===== src/ocr_pkg.sv =====
/*
 * Constants shared by the transceiver control register bank: byte
 * addresses, field positions and reset values.
 * Assumes byte-wide register access from the serial front end.
 */
package ocr_pkg;

   // ***************************************************************
   // Register byte addresses
   // ***************************************************************
   localparam logic [7:0] OCR_ADDR_MAKER_LO = 8'h00;
   localparam logic [7:0] OCR_ADDR_MAKER_HI = 8'h01;
   localparam logic [7:0] OCR_ADDR_PART_LO = 8'h02;
   localparam logic [7:0] OCR_ADDR_PART_HI = 8'h03;
   localparam logic [7:0] OCR_ADDR_CR1_SET = 8'h04;
   localparam logic [7:0] OCR_ADDR_CR1_CLR = 8'h05;
   localparam logic [7:0] OCR_ADDR_CR2_SET = 8'h06;
   localparam logic [7:0] OCR_ADDR_CR2_CLR = 8'h07;

   // ***************************************************************
   // Control register slots and field positions
   // ***************************************************************
   localparam int OCR_NUM_CTRL = 2;
   localparam int OCR_SLOT_LINE = 0;
   localparam int OCR_SLOT_PULL = 1;

   // Line control fields
   localparam int OCR_LINE_RATE_BIT = 0;
   localparam int OCR_LINE_POWER_BIT = 1;
   localparam int OCR_LINE_ENC_BIT = 2;

   // Pull and bus power fields
   localparam int OCR_PLUS_PULLUP_BIT = 0;
   localparam int OCR_MINUS_PULLUP_BIT = 1;
   localparam int OCR_PLUS_PULLDOWN_BIT = 2;
   localparam int OCR_MINUS_PULLDOWN_BIT = 3;
   localparam int OCR_ID_GROUND_BIT = 4;
   localparam int OCR_BUS_DRIVE_BIT = 5;
   localparam int OCR_BUS_DISCHARGE_BIT = 6;
   localparam int OCR_BUS_CHARGE_BIT = 7;

   // ***************************************************************
   // Reset and read values
   // ***************************************************************
   localparam logic [7:0] OCR_CTRL_RESET = 8'h00;
   localparam logic [7:0] OCR_READ_NONE = 8'h00;

endpackage : ocr_pkg


===== src/ocr_otg_phy_control_registers.sv =====
/*
 * Control register bank of a USB on-the-go transceiver's serial
 * controller: identity words and two set/clear control registers.
 * Assumes the serial front end delivers one byte access per strobe,
 * synchronous to clk_sys_i, and never raises write and read together.
 */
// How it works
// - Writing ones to a set address sets those bits; line control set is 04h.
// - Writing ones to a clear address clears those bits; line control clear is 05h.
// - Reading the set or the clear address returns the same register contents.
// - Read-only 16-bit maker identity, low byte at 00h, high byte at 01h.
// - Read-only 16-bit part identity, low byte at 02h, high byte at 03h.
// - Line control bit 0 selects low speed (0) or full speed (1).
// - Line control bit 1 selects full power (0) or suspend (1).
// - Line control bit 2 selects split-line (0) or data plus SE0 (1) encoding.
// - Pull control bits 0..7: pull-ups, pull-downs, ID ground, bus drive, discharge, charge.
// - Reset clears register bits to zero unless a bit is preset to one.
`timescale 1ns/10ps
`default_nettype none

module ocr_otg_phy_control_registers
   import ocr_pkg::*;
#(
   parameter logic [15:0] MAKER_ID = 16'h1a2b, // Arbitrary value
   parameter logic [15:0] PART_ID = 16'h3c4d, // Arbitrary value
   parameter logic [7:0] LINE_RESET = OCR_CTRL_RESET,
   parameter logic [7:0] PULL_RESET = OCR_CTRL_RESET
) (
   // Clock and reset
   input wire logic clk_sys_i,
   input wire logic rst_n_i,
   // Byte register access from the serial front end
   input wire logic [7:0] reg_addr_i,
   input wire logic reg_wr_i,
   input wire logic [7:0] reg_wdata_i,
   input wire logic reg_rd_i,
   output logic [7:0] reg_rdata_o,
   output logic reg_rvalid_o,
   // Line control
   output logic line_rate_full_o,
   output logic line_suspend_o,
   output logic line_encoding_select_o,
   output logic [7:0] line_control_o,
   // Pull and bus power control
   output logic plus_line_pullup_o,
   output logic minus_line_pullup_o,
   output logic plus_line_pulldown_o,
   output logic minus_line_pulldown_o,
   output logic identification_pin_ground_o,
   output logic bus_power_drive_o,
   output logic bus_power_discharge_o,
   output logic bus_power_charge_o
);

   // ***************************************************************
   // Address decode
   // ***************************************************************
   localparam logic [7:0] CTRL_RESET_VAL [OCR_NUM_CTRL] = '{LINE_RESET, PULL_RESET};

   logic [7:0] ctrl_r [OCR_NUM_CTRL];
   logic [7:0] ctrl_ofs;
   logic ctrl_hit;
   logic ctrl_idx;
   logic ctrl_is_clear;
   logic [7:0] read_nxt;

   // Set and clear addresses pair up; bit 0 of the offset picks clear
   assign ctrl_ofs = reg_addr_i - OCR_ADDR_CR1_SET;
   assign ctrl_hit = (reg_addr_i >= OCR_ADDR_CR1_SET) && (reg_addr_i <= OCR_ADDR_CR2_CLR);
   assign ctrl_idx = ctrl_ofs[1];
   assign ctrl_is_clear = ctrl_ofs[0];

   // ***************************************************************
   // Control registers
   // ***************************************************************
   // One slot per control register; ones in the data act, zeros hold
   for (genvar g = 0; g < OCR_NUM_CTRL; g++) begin : g_ctrl
      always_ff @(posedge clk_sys_i or negedge rst_n_i) begin
         if (!rst_n_i) begin
            ctrl_r[g] <= CTRL_RESET_VAL[g];
         end else if (reg_wr_i && ctrl_hit && (int'(ctrl_idx) == g)) begin
            if (ctrl_is_clear) begin
               ctrl_r[g] <= ctrl_r[g] & ~reg_wdata_i;
            end else begin
               ctrl_r[g] <= ctrl_r[g] | reg_wdata_i;
            end
         end
      end
   end

   // ***************************************************************
   // Read path
   // ***************************************************************
   // Unmapped addresses read as zero rather than stale data
   always_comb begin
      read_nxt = OCR_READ_NONE;
      case (reg_addr_i)
         OCR_ADDR_MAKER_LO: read_nxt = MAKER_ID[7:0];
         OCR_ADDR_MAKER_HI: read_nxt = MAKER_ID[15:8];
         OCR_ADDR_PART_LO: read_nxt = PART_ID[7:0];
         OCR_ADDR_PART_HI: read_nxt = PART_ID[15:8];
         OCR_ADDR_CR1_SET, OCR_ADDR_CR1_CLR: read_nxt = ctrl_r[OCR_SLOT_LINE];
         OCR_ADDR_CR2_SET, OCR_ADDR_CR2_CLR: read_nxt = ctrl_r[OCR_SLOT_PULL];
         default: read_nxt = OCR_READ_NONE;
      endcase
   end

   // Read data is captured on the strobe and held until the next read
   always_ff @(posedge clk_sys_i or negedge rst_n_i) begin
      if (!rst_n_i) begin
         reg_rdata_o <= OCR_READ_NONE;
      end else if (reg_rd_i) begin
         reg_rdata_o <= read_nxt;
      end
   end

   // One-cycle answer marker
   always_ff @(posedge clk_sys_i or negedge rst_n_i) begin
      if (!rst_n_i) begin
         reg_rvalid_o <= 1'b0;
      end else begin
         reg_rvalid_o <= reg_rd_i;
      end
   end

   // ***************************************************************
   // Field outputs
   // ***************************************************************
   // Straight from the control flip-flops, no extra delay
   assign line_control_o = ctrl_r[OCR_SLOT_LINE];
   assign line_rate_full_o = ctrl_r[OCR_SLOT_LINE][OCR_LINE_RATE_BIT];
   assign line_suspend_o = ctrl_r[OCR_SLOT_LINE][OCR_LINE_POWER_BIT];
   assign line_encoding_select_o = ctrl_r[OCR_SLOT_LINE][OCR_LINE_ENC_BIT];
   assign plus_line_pullup_o = ctrl_r[OCR_SLOT_PULL][OCR_PLUS_PULLUP_BIT];
   assign minus_line_pullup_o = ctrl_r[OCR_SLOT_PULL][OCR_MINUS_PULLUP_BIT];
   assign plus_line_pulldown_o = ctrl_r[OCR_SLOT_PULL][OCR_PLUS_PULLDOWN_BIT];
   assign minus_line_pulldown_o = ctrl_r[OCR_SLOT_PULL][OCR_MINUS_PULLDOWN_BIT];
   assign identification_pin_ground_o = ctrl_r[OCR_SLOT_PULL][OCR_ID_GROUND_BIT];
   assign bus_power_drive_o = ctrl_r[OCR_SLOT_PULL][OCR_BUS_DRIVE_BIT];
   assign bus_power_discharge_o = ctrl_r[OCR_SLOT_PULL][OCR_BUS_DISCHARGE_BIT];
   assign bus_power_charge_o = ctrl_r[OCR_SLOT_PULL][OCR_BUS_CHARGE_BIT];

   // ***************************************************************
   // Checks
   // ***************************************************************
   property p_set_line;
      @(posedge clk_sys_i) disable iff (!rst_n_i)
      reg_wr_i && (reg_addr_i == OCR_ADDR_CR1_SET)
      |=> line_control_o == ($past(line_control_o) | $past(reg_wdata_i));
   endproperty
   a_set_line: assert property (p_set_line) else $error("set write missed");

   property p_clear_pull;
      @(posedge clk_sys_i) disable iff (!rst_n_i)
      reg_wr_i && (reg_addr_i == OCR_ADDR_CR2_CLR)
      |=> ctrl_r[OCR_SLOT_PULL] == ($past(ctrl_r[OCR_SLOT_PULL]) & ~$past(reg_wdata_i));
   endproperty
   a_clear_pull: assert property (p_clear_pull) else $error("clear write missed");

   property p_read_pair;
      @(posedge clk_sys_i) disable iff (!rst_n_i)
      reg_rd_i && ((reg_addr_i == OCR_ADDR_CR1_SET) || (reg_addr_i == OCR_ADDR_CR1_CLR))
      |=> reg_rvalid_o && (reg_rdata_o == $past(line_control_o));
   endproperty
   a_read_pair: assert property (p_read_pair) else $error("paired read wrong");

   property p_keep_zero_bits;
      @(posedge clk_sys_i) disable iff (!rst_n_i)
      reg_wr_i && (reg_addr_i == OCR_ADDR_CR1_CLR)
      |=> (line_control_o & ~$past(reg_wdata_i))
          == ($past(line_control_o) & ~$past(reg_wdata_i));
   endproperty
   a_keep_zero_bits: assert property (p_keep_zero_bits) else $error("zero bit moved");

   property p_maker_id;
      @(posedge clk_sys_i) disable iff (!rst_n_i)
      reg_rd_i && (reg_addr_i == OCR_ADDR_MAKER_HI) ##1 reg_rd_i && (reg_addr_i == OCR_ADDR_MAKER_LO)
      |=> {$past(reg_rdata_o), reg_rdata_o} == MAKER_ID;
   endproperty
   a_maker_id: assert property (p_maker_id) else $error("maker identity wrong");

   property p_part_id;
      @(posedge clk_sys_i) disable iff (!rst_n_i)
      reg_rd_i && (reg_addr_i == OCR_ADDR_PART_LO) ##1 reg_rd_i && (reg_addr_i == OCR_ADDR_PART_HI)
      |=> {reg_rdata_o, $past(reg_rdata_o)} == PART_ID;
   endproperty
   a_part_id: assert property (p_part_id) else $error("part identity wrong");

   property p_rate_full;
      @(posedge clk_sys_i) disable iff (!rst_n_i)
      reg_wr_i && (reg_addr_i == OCR_ADDR_CR1_SET) && reg_wdata_i[OCR_LINE_RATE_BIT]
      |=> line_rate_full_o;
   endproperty
   a_rate_full: assert property (p_rate_full) else $error("full speed not taken");

   property p_leave_suspend;
      @(posedge clk_sys_i) disable iff (!rst_n_i)
      reg_wr_i && (reg_addr_i == OCR_ADDR_CR1_CLR) && reg_wdata_i[OCR_LINE_POWER_BIT]
      |=> !line_suspend_o;
   endproperty
   a_leave_suspend: assert property (p_leave_suspend) else $error("suspend not cleared");

   property p_encoding;
      @(posedge clk_sys_i) disable iff (!rst_n_i)
      reg_wr_i && (reg_addr_i == OCR_ADDR_CR1_SET) && reg_wdata_i[OCR_LINE_ENC_BIT]
      |=> line_encoding_select_o;
   endproperty
   a_encoding: assert property (p_encoding) else $error("encoding not set");

   property p_charge;
      @(posedge clk_sys_i) disable iff (!rst_n_i)
      reg_wr_i && (reg_addr_i == OCR_ADDR_CR2_SET) && reg_wdata_i[OCR_BUS_CHARGE_BIT]
      |=> bus_power_charge_o && $stable(line_control_o);
   endproperty
   a_charge: assert property (p_charge) else $error("charge bit not set");

   property p_hold_idle;
      @(posedge clk_sys_i) disable iff (!rst_n_i)
      !reg_wr_i |=> $stable(line_control_o) && $stable(ctrl_r[OCR_SLOT_PULL]);
   endproperty
   a_hold_idle: assert property (p_hold_idle) else $error("control changed idle");

   property p_unmapped;
      @(posedge clk_sys_i) disable iff (!rst_n_i)
      reg_rd_i && (reg_addr_i > OCR_ADDR_CR2_CLR) |=> reg_rdata_o == OCR_READ_NONE;
   endproperty
   a_unmapped: assert property (p_unmapped) else $error("unmapped read not zero");

   property p_set_pull;
      @(posedge clk_sys_i) disable iff (!rst_n_i)
      reg_wr_i && (reg_addr_i == OCR_ADDR_CR2_SET)
      |=> ctrl_r[OCR_SLOT_PULL] == ($past(ctrl_r[OCR_SLOT_PULL]) | $past(reg_wdata_i));
   endproperty
   a_set_pull: assert property (p_set_pull) else $error("pull set write missed");

   property p_clear_line;
      @(posedge clk_sys_i) disable iff (!rst_n_i)
      reg_wr_i && (reg_addr_i == OCR_ADDR_CR1_CLR)
      |=> line_control_o == ($past(line_control_o) & ~$past(reg_wdata_i));
   endproperty
   a_clear_line: assert property (p_clear_line) else $error("line clear write missed");

   property p_read_pull_pair;
      @(posedge clk_sys_i) disable iff (!rst_n_i)
      reg_rd_i && ((reg_addr_i == OCR_ADDR_CR2_SET) || (reg_addr_i == OCR_ADDR_CR2_CLR))
      |=> reg_rvalid_o && (reg_rdata_o == $past(ctrl_r[OCR_SLOT_PULL]));
   endproperty
   a_read_pull_pair: assert property (p_read_pull_pair) else $error("pull read wrong");

   property p_rvalid_pulse;
      @(posedge clk_sys_i) disable iff (!rst_n_i)
      !reg_rd_i |=> !reg_rvalid_o;
   endproperty
   a_rvalid_pulse: assert property (p_rvalid_pulse) else $error("answer marker without read");

   property p_id_write_ignored;
      @(posedge clk_sys_i) disable iff (!rst_n_i)
      reg_wr_i && (reg_addr_i <= OCR_ADDR_PART_HI)
      |=> $stable(line_control_o) && $stable(ctrl_r[OCR_SLOT_PULL]);
   endproperty
   a_id_write_ignored: assert property (p_id_write_ignored) else $error("identity write acted");

   property p_maker_lo_read;
      @(posedge clk_sys_i) disable iff (!rst_n_i)
      reg_rd_i && (reg_addr_i == OCR_ADDR_MAKER_LO)
      |=> reg_rdata_o == MAKER_ID[7:0];
   endproperty
   a_maker_lo_read: assert property (p_maker_lo_read) else $error("maker low byte wrong");

   property p_part_hi_read;
      @(posedge clk_sys_i) disable iff (!rst_n_i)
      reg_rd_i && (reg_addr_i == OCR_ADDR_PART_HI)
      |=> reg_rdata_o == PART_ID[15:8];
   endproperty
   a_part_hi_read: assert property (p_part_hi_read) else $error("part high byte wrong");

   property p_rate_low;
      @(posedge clk_sys_i) disable iff (!rst_n_i)
      reg_wr_i && (reg_addr_i == OCR_ADDR_CR1_CLR) && reg_wdata_i[OCR_LINE_RATE_BIT]
      |=> !line_rate_full_o;
   endproperty
   a_rate_low: assert property (p_rate_low) else $error("low speed not taken");

   property p_enter_suspend;
      @(posedge clk_sys_i) disable iff (!rst_n_i)
      reg_wr_i && (reg_addr_i == OCR_ADDR_CR1_SET) && reg_wdata_i[OCR_LINE_POWER_BIT]
      |=> line_suspend_o;
   endproperty
   a_enter_suspend: assert property (p_enter_suspend) else $error("suspend not set");

   property p_split_line;
      @(posedge clk_sys_i) disable iff (!rst_n_i)
      reg_wr_i && (reg_addr_i == OCR_ADDR_CR1_CLR) && reg_wdata_i[OCR_LINE_ENC_BIT]
      |=> !line_encoding_select_o;
   endproperty
   a_split_line: assert property (p_split_line) else $error("split line not taken");

   property p_pullup_clear;
      @(posedge clk_sys_i) disable iff (!rst_n_i)
      reg_wr_i && (reg_addr_i == OCR_ADDR_CR2_CLR) && reg_wdata_i[OCR_PLUS_PULLUP_BIT]
      |=> !plus_line_pullup_o;
   endproperty
   a_pullup_clear: assert property (p_pullup_clear) else $error("pull-up not cleared");

endmodule : ocr_otg_phy_control_registers

`default_nettype wire


===== config.mk =====
export PLATFORM = sky130hd
export DESIGN_NAME = ocr_otg_phy_control_registers
export DESIGN_NICKNAME = d
export VERILOG_FILES = /design/src/ocr_pkg.sv /design/src/ocr_otg_phy_control_registers.sv
export SDC_FILE = /design/constraint.sdc
export NUM_CORES = 1
export LEC_CHECK = 0
export BUFFER_PORTS_ARGS = -buffer_cell sky130_fd_sc_hd__buf_4
export CAP_MARGIN = 30
export CELL_PAD_IN_SITES_DETAIL_PLACEMENT = 1
export CELL_PAD_IN_SITES_GLOBAL_PLACEMENT = 1
export CORE_ASPECT_RATIO = 1.25
export CORE_UTILIZATION = 31
export DETAILED_ROUTE_END_ITERATION = 10
export PLACE_DENSITY = 0.76
export SLEW_MARGIN = 20
export SYNTH_ARGS = -nofsm -noshare
export SYNTH_HDL_FRONTEND = slang
export SYNTH_SLANG_ARGS = --single-unit

===== constraint.sdc =====
create_clock -name clk_sys_i -period 0.9 [get_ports clk_sys_i]
set_input_delay 0.045 -clock clk_sys_i [delete_from_list [all_inputs] [get_ports clk_sys_i]]
set_output_delay 0.045 -clock clk_sys_i [all_outputs]
set_load 0.01 [all_outputs]

# --- Yosys cells after proc, flatten, opt, wreduce, memory -nomap -nowiden ---
# Cells that the tools add are included.
totals:
  regBits: 25
  out_inout_bits: 28
  wordCells: 30
op_classes:
  n_mux: 3
  add_sub_neg: 1
  bitwise: 6
  eq_ne: 7
  order_cmp: 2
  reduce_logical: 7
ops:
  columns: ["operator", "count"]
  rows:
  - ["$pmux W8 S6", 1]
  - ["$eq A8 B3 Y1 const B", 4]
  - ["$and A8 B8 Y8", 2]
  - ["$eq A8 B2 Y1 const B", 2]
  - ["$mux W8", 2]
  - ["$or A8 B8 Y8", 2]
  - ["$eq A8 B1 Y1 const B", 1]
  - ["$ge A8 B3 Y1 const B", 1]
  - ["$le A8 B3 Y1 const B", 1]
  - ["$logic_not A8 Y1", 1]
  - ["$not A8 Y8", 1]
  - ["$logic_and A1 B1 Y1", 4]
  - ["$reduce_or A2 Y1", 2]
  - ["$sub A2 B1 Y2 const B", 1]
  - ["$not A1 Y1", 1]

# --- Longest topological paths before layout ---
logic_depth:
  word_depth: 4
  mapped_depth: 7

# --- Worst setup path before layout ---
# Ideal clock, no wire load.
synth_timing:
  path_type: "input -> register"
  from: "input port reg_addr_i[2]"
  to: "register with a tool-made name"
  path_stages: 7
  setup_time_ps: 79
  path_slack_ps: -218
  t_arrival_ps: 1038
  path_buffers: 3
  cell_sequence: "buf_4 and4bb_1 buf_4 and3b_1 buf_6 nand2_1 mux2i_1"
synth_rtl:
  columns: ["element", "line", "source"]
  rows:
  - ["start: declaration", "ocr_otg_phy_control_registers.sv:33", "input wire logic [7:0] reg_addr_i,"]

==> results by group <==
Cells and area
  • Fillers: 432
  • Nets@finish: between 200 and 250
  • Antenna Cells: 0
  • Final Non-Filler Cells: 254
  • Area added between synthesis and finish: 61.4%
  • Layout cell share with drive strength beyond 1: 47.0%

Synth
  • Cells after synthesis: about 140
  • Synth Area in Adders: 0%
  • Largest family of logic cells by synthesized area: simple AND/OR/NAND/NOR gates
  • Synth Cell Area: 1230 µm²
  • Synth Area in Compound Gates: 13.0%
  • Register area share after synthesis: 50.8%
  • Yosys top cell area share: about half
  • Syn Nets: 156
  • Synth Area in Simple Gates: 15.8%
  • Largest area contributor in the netlist: dfrtp_1
  • Dominant cells by area after synthesis: dfrtp_1 (51%), mux2i_1 (8.1%), nand2_1 (7.3%)
  • Syn_area_per_cell: approximately 9 µm²
  • Area share of xor/xnor cells in the synthesized design: 0%
  • Flops & latches, synth: 25
  • Syn. warnings: 0
  • Count of different cell masters after synthesis: 22
  • Post-synthesis mux area share: roughly 9%

Clocking
  • CTS H-Tree Depth: 1
  • TritonCTS clock tree: done
  • Worst skew pair latency: about 0.27 ns
  • TritonCTS Buffers: 3
  • Number of clock sinks: 25
  • Clock root buffer: clkbuf_8
  • Clock buffer depth: 2
  • Clk slew on worst S/H paths: 0.08 ns

Floorplan
  • Die height: ~72 µm
  • Starting Density: 32.6%
  • Die area: 4230 µm²
  • Row count: 25
  • DIE WIDTH: between 50 and 60 µm
  • Core region area: 3780 µm²
  • Io pins: 48

Detailed routing
  • Routed vias/inst: ~4.9
  • Number of remaining DRC errors: 0
  • DRT Pass-1 Iters: 4
  • ANT nets after route: 0
  • DRT iter0 DRCs: 20
  • Drt total wl: 4000 µm
  • Avg WL per Cell: approximately 16 µm
  • Vias post-DR: 1243

Worst hold path
  • Hold path depth: 3
  • Hold path start: reg_wdata_i[5]
  • Worst Hold Class: in -> reg

Global routing
  • Largest net degree at the start of global routing: 26
  • Global-route usage over all layers: 18.6%
  • Initial antenna violation count: 0
  • Gr ovfl total: 0
  • First-pass GRT wire length: 5930 µm
  • Vias in the first global route: 1258

Pwr
  • Power Density: 1200 nW/µm²
  • Tot Pwr: 2380 µW
  • Leakage: 0.000994 µW
  • Peak VDD IR: around 0.41 mV

Placement
  • Cell Count Post-Placement: approximately 240
  • HPWL after DPL: around 2700 µm
  • IO buf count: 47
  • Setup WS pre-CTS: -0.230 ns
  • Placer Congestion: approximately 0.76

STA
  • Slew Limit Headroom: 78.2%
  • Final Hold Slack: 0.0486 ns
  • Skew final: 0.00283 ns
  • Final hold vios: 0
  • Tcrit/Tclk final: 108%
  • Sum Neg Setup Slack: -0.958 ns
  • Final worst slack: -0.0682 ns
  • Fin crit period: 0.968 ns
  • Unrepaired setup endpoints after global routing: true
  • Endpoints failing setup: 19
  • Least-Margin Pin Slew: 0.326 ns
  • Pins Over Slew Limit: 0
  • F_max: 1.03 GHz

Setup path
  • R2R cell count: 4
  • Critical path capture point type: primary output
  • Worst Path Max Fanout: 3
  • Reg2Reg Setup Slack: -0.05 ns
  • Arr. time, crit path: 0.92 ns
  • CP required: between 0.8 and 0.9 ns
  • Critical path class: reg -> out
  • FF-to-FF End: reg_rdata_o[4]
  • Setup crit start kind: flip-flop

Run status
  • Status: finished, violations left
  • Failing checks: negative setup slack

Run
  • MaxCap Viol Count: 0
==> where the power goes <==
part	switching, µW	internal (µW)	leakage (µW)
logic	238	266	0.000665
clock network	363	317	0.0000228
registers	31.4	1160	0.000306
==> worst max path at each step <==
stage	from	to	slack [ns]	cells past startpoint
after floorplan	reg_addr_i[2]	flip-flop	-0.18	7
after global placement	reg_addr_i[5]	reg_rdata_o[4]	-0.21	5
after detailed placement	reg_addr_i[5]	reg_rdata_o[7]	-0.23	5
after CTS	flip-flop	line_encoding_select_o	-0.08	2
after global routing	flip-flop	reg_rdata_o[4]	-0.11	4
final	flip-flop	line_control_o[2]	-0.07	2
==> stage by stage <==
step / instance area (µm²) / utilization, %
after floorplan: 1260 / -
after global placement: 1740 / 46.1
after detailed placement: 1740 / 46.1
after CTS: 1920 / 50.8
after global routing: 1990 / 52.6
final: 1990 / 52.6
==> what timing repair did <==
item / in CTS / in global routing
hold buffers: 2 / 0
buffers inserted: 3 / 3
setup endpoints to repair: 17 / 28
endpoints found under the hold margin: 26 / 0
pin swaps: 1 / 9
resized for setup: 27 / 21
==> cell type report <==
type	instances	area, µm²	share of cell area, %
clock buffers	4	45.0	2.26
inverters	17	63.8	3.21
multi-input cells	81	524	26.4
flip-flops and latches	25	626	31.4
well taps	54	67.6	3.40
repair buffers	73	663	33.3
==> cells in the mapped netlist (all sizes together) <==
library cell	n
nor3	1
and4bb	1
o21ai	16
o211ai	1
and3	1
mux2i	10
buf	7
nand3	1
a21oi	4
nor2	3
o22ai	6
inv	17
clkbuf	6
a31oi	1
and3b	1
mux2	1
nand2	24
o2111ai	1
nand4	9
dfrtp	25
==> cells by family after synthesis <==
| family | after synthesis |
|---|---|
| DFF | 25 |
| and+or+nand+nor | 41 |
| AOI/OAI and AO/OA | 29 |
| muxes | 11 |
| buffers and inverters | 30 |
==> placed cells by master, fill, tap and decap left out, types with 2 or more instances in the layout <==
master,netlist,routed
a21oi_1,4,3
buf_4,5,44
buf_6,1,26
clkbuf_8,0,3
dfrtp_1,25,25
dlygate4sd3_1,0,2
inv_1,17,14
inv_2,0,3
mux2i_1,10,9
nand2_1,24,15
nand2_2,0,8
nand4_1,9,9
nor2_1,3,2
o21ai_0,16,6
o21ai_1,0,9
o22ai_1,6,6
==> metal layers <==
metal,track usage (%),share of wire (%)
met1,21.3,40
met2,32.4,51
met3,3.03,4.5
met4,10.6,4.0
met5,0,0
==> worst max-delay path, stage by stage (launching register included) <==
cell     delay [ns]
dfrtp_1        0.41
buf_6          0.13
buf_6          0.11
(Power assumes the default switching activity.)
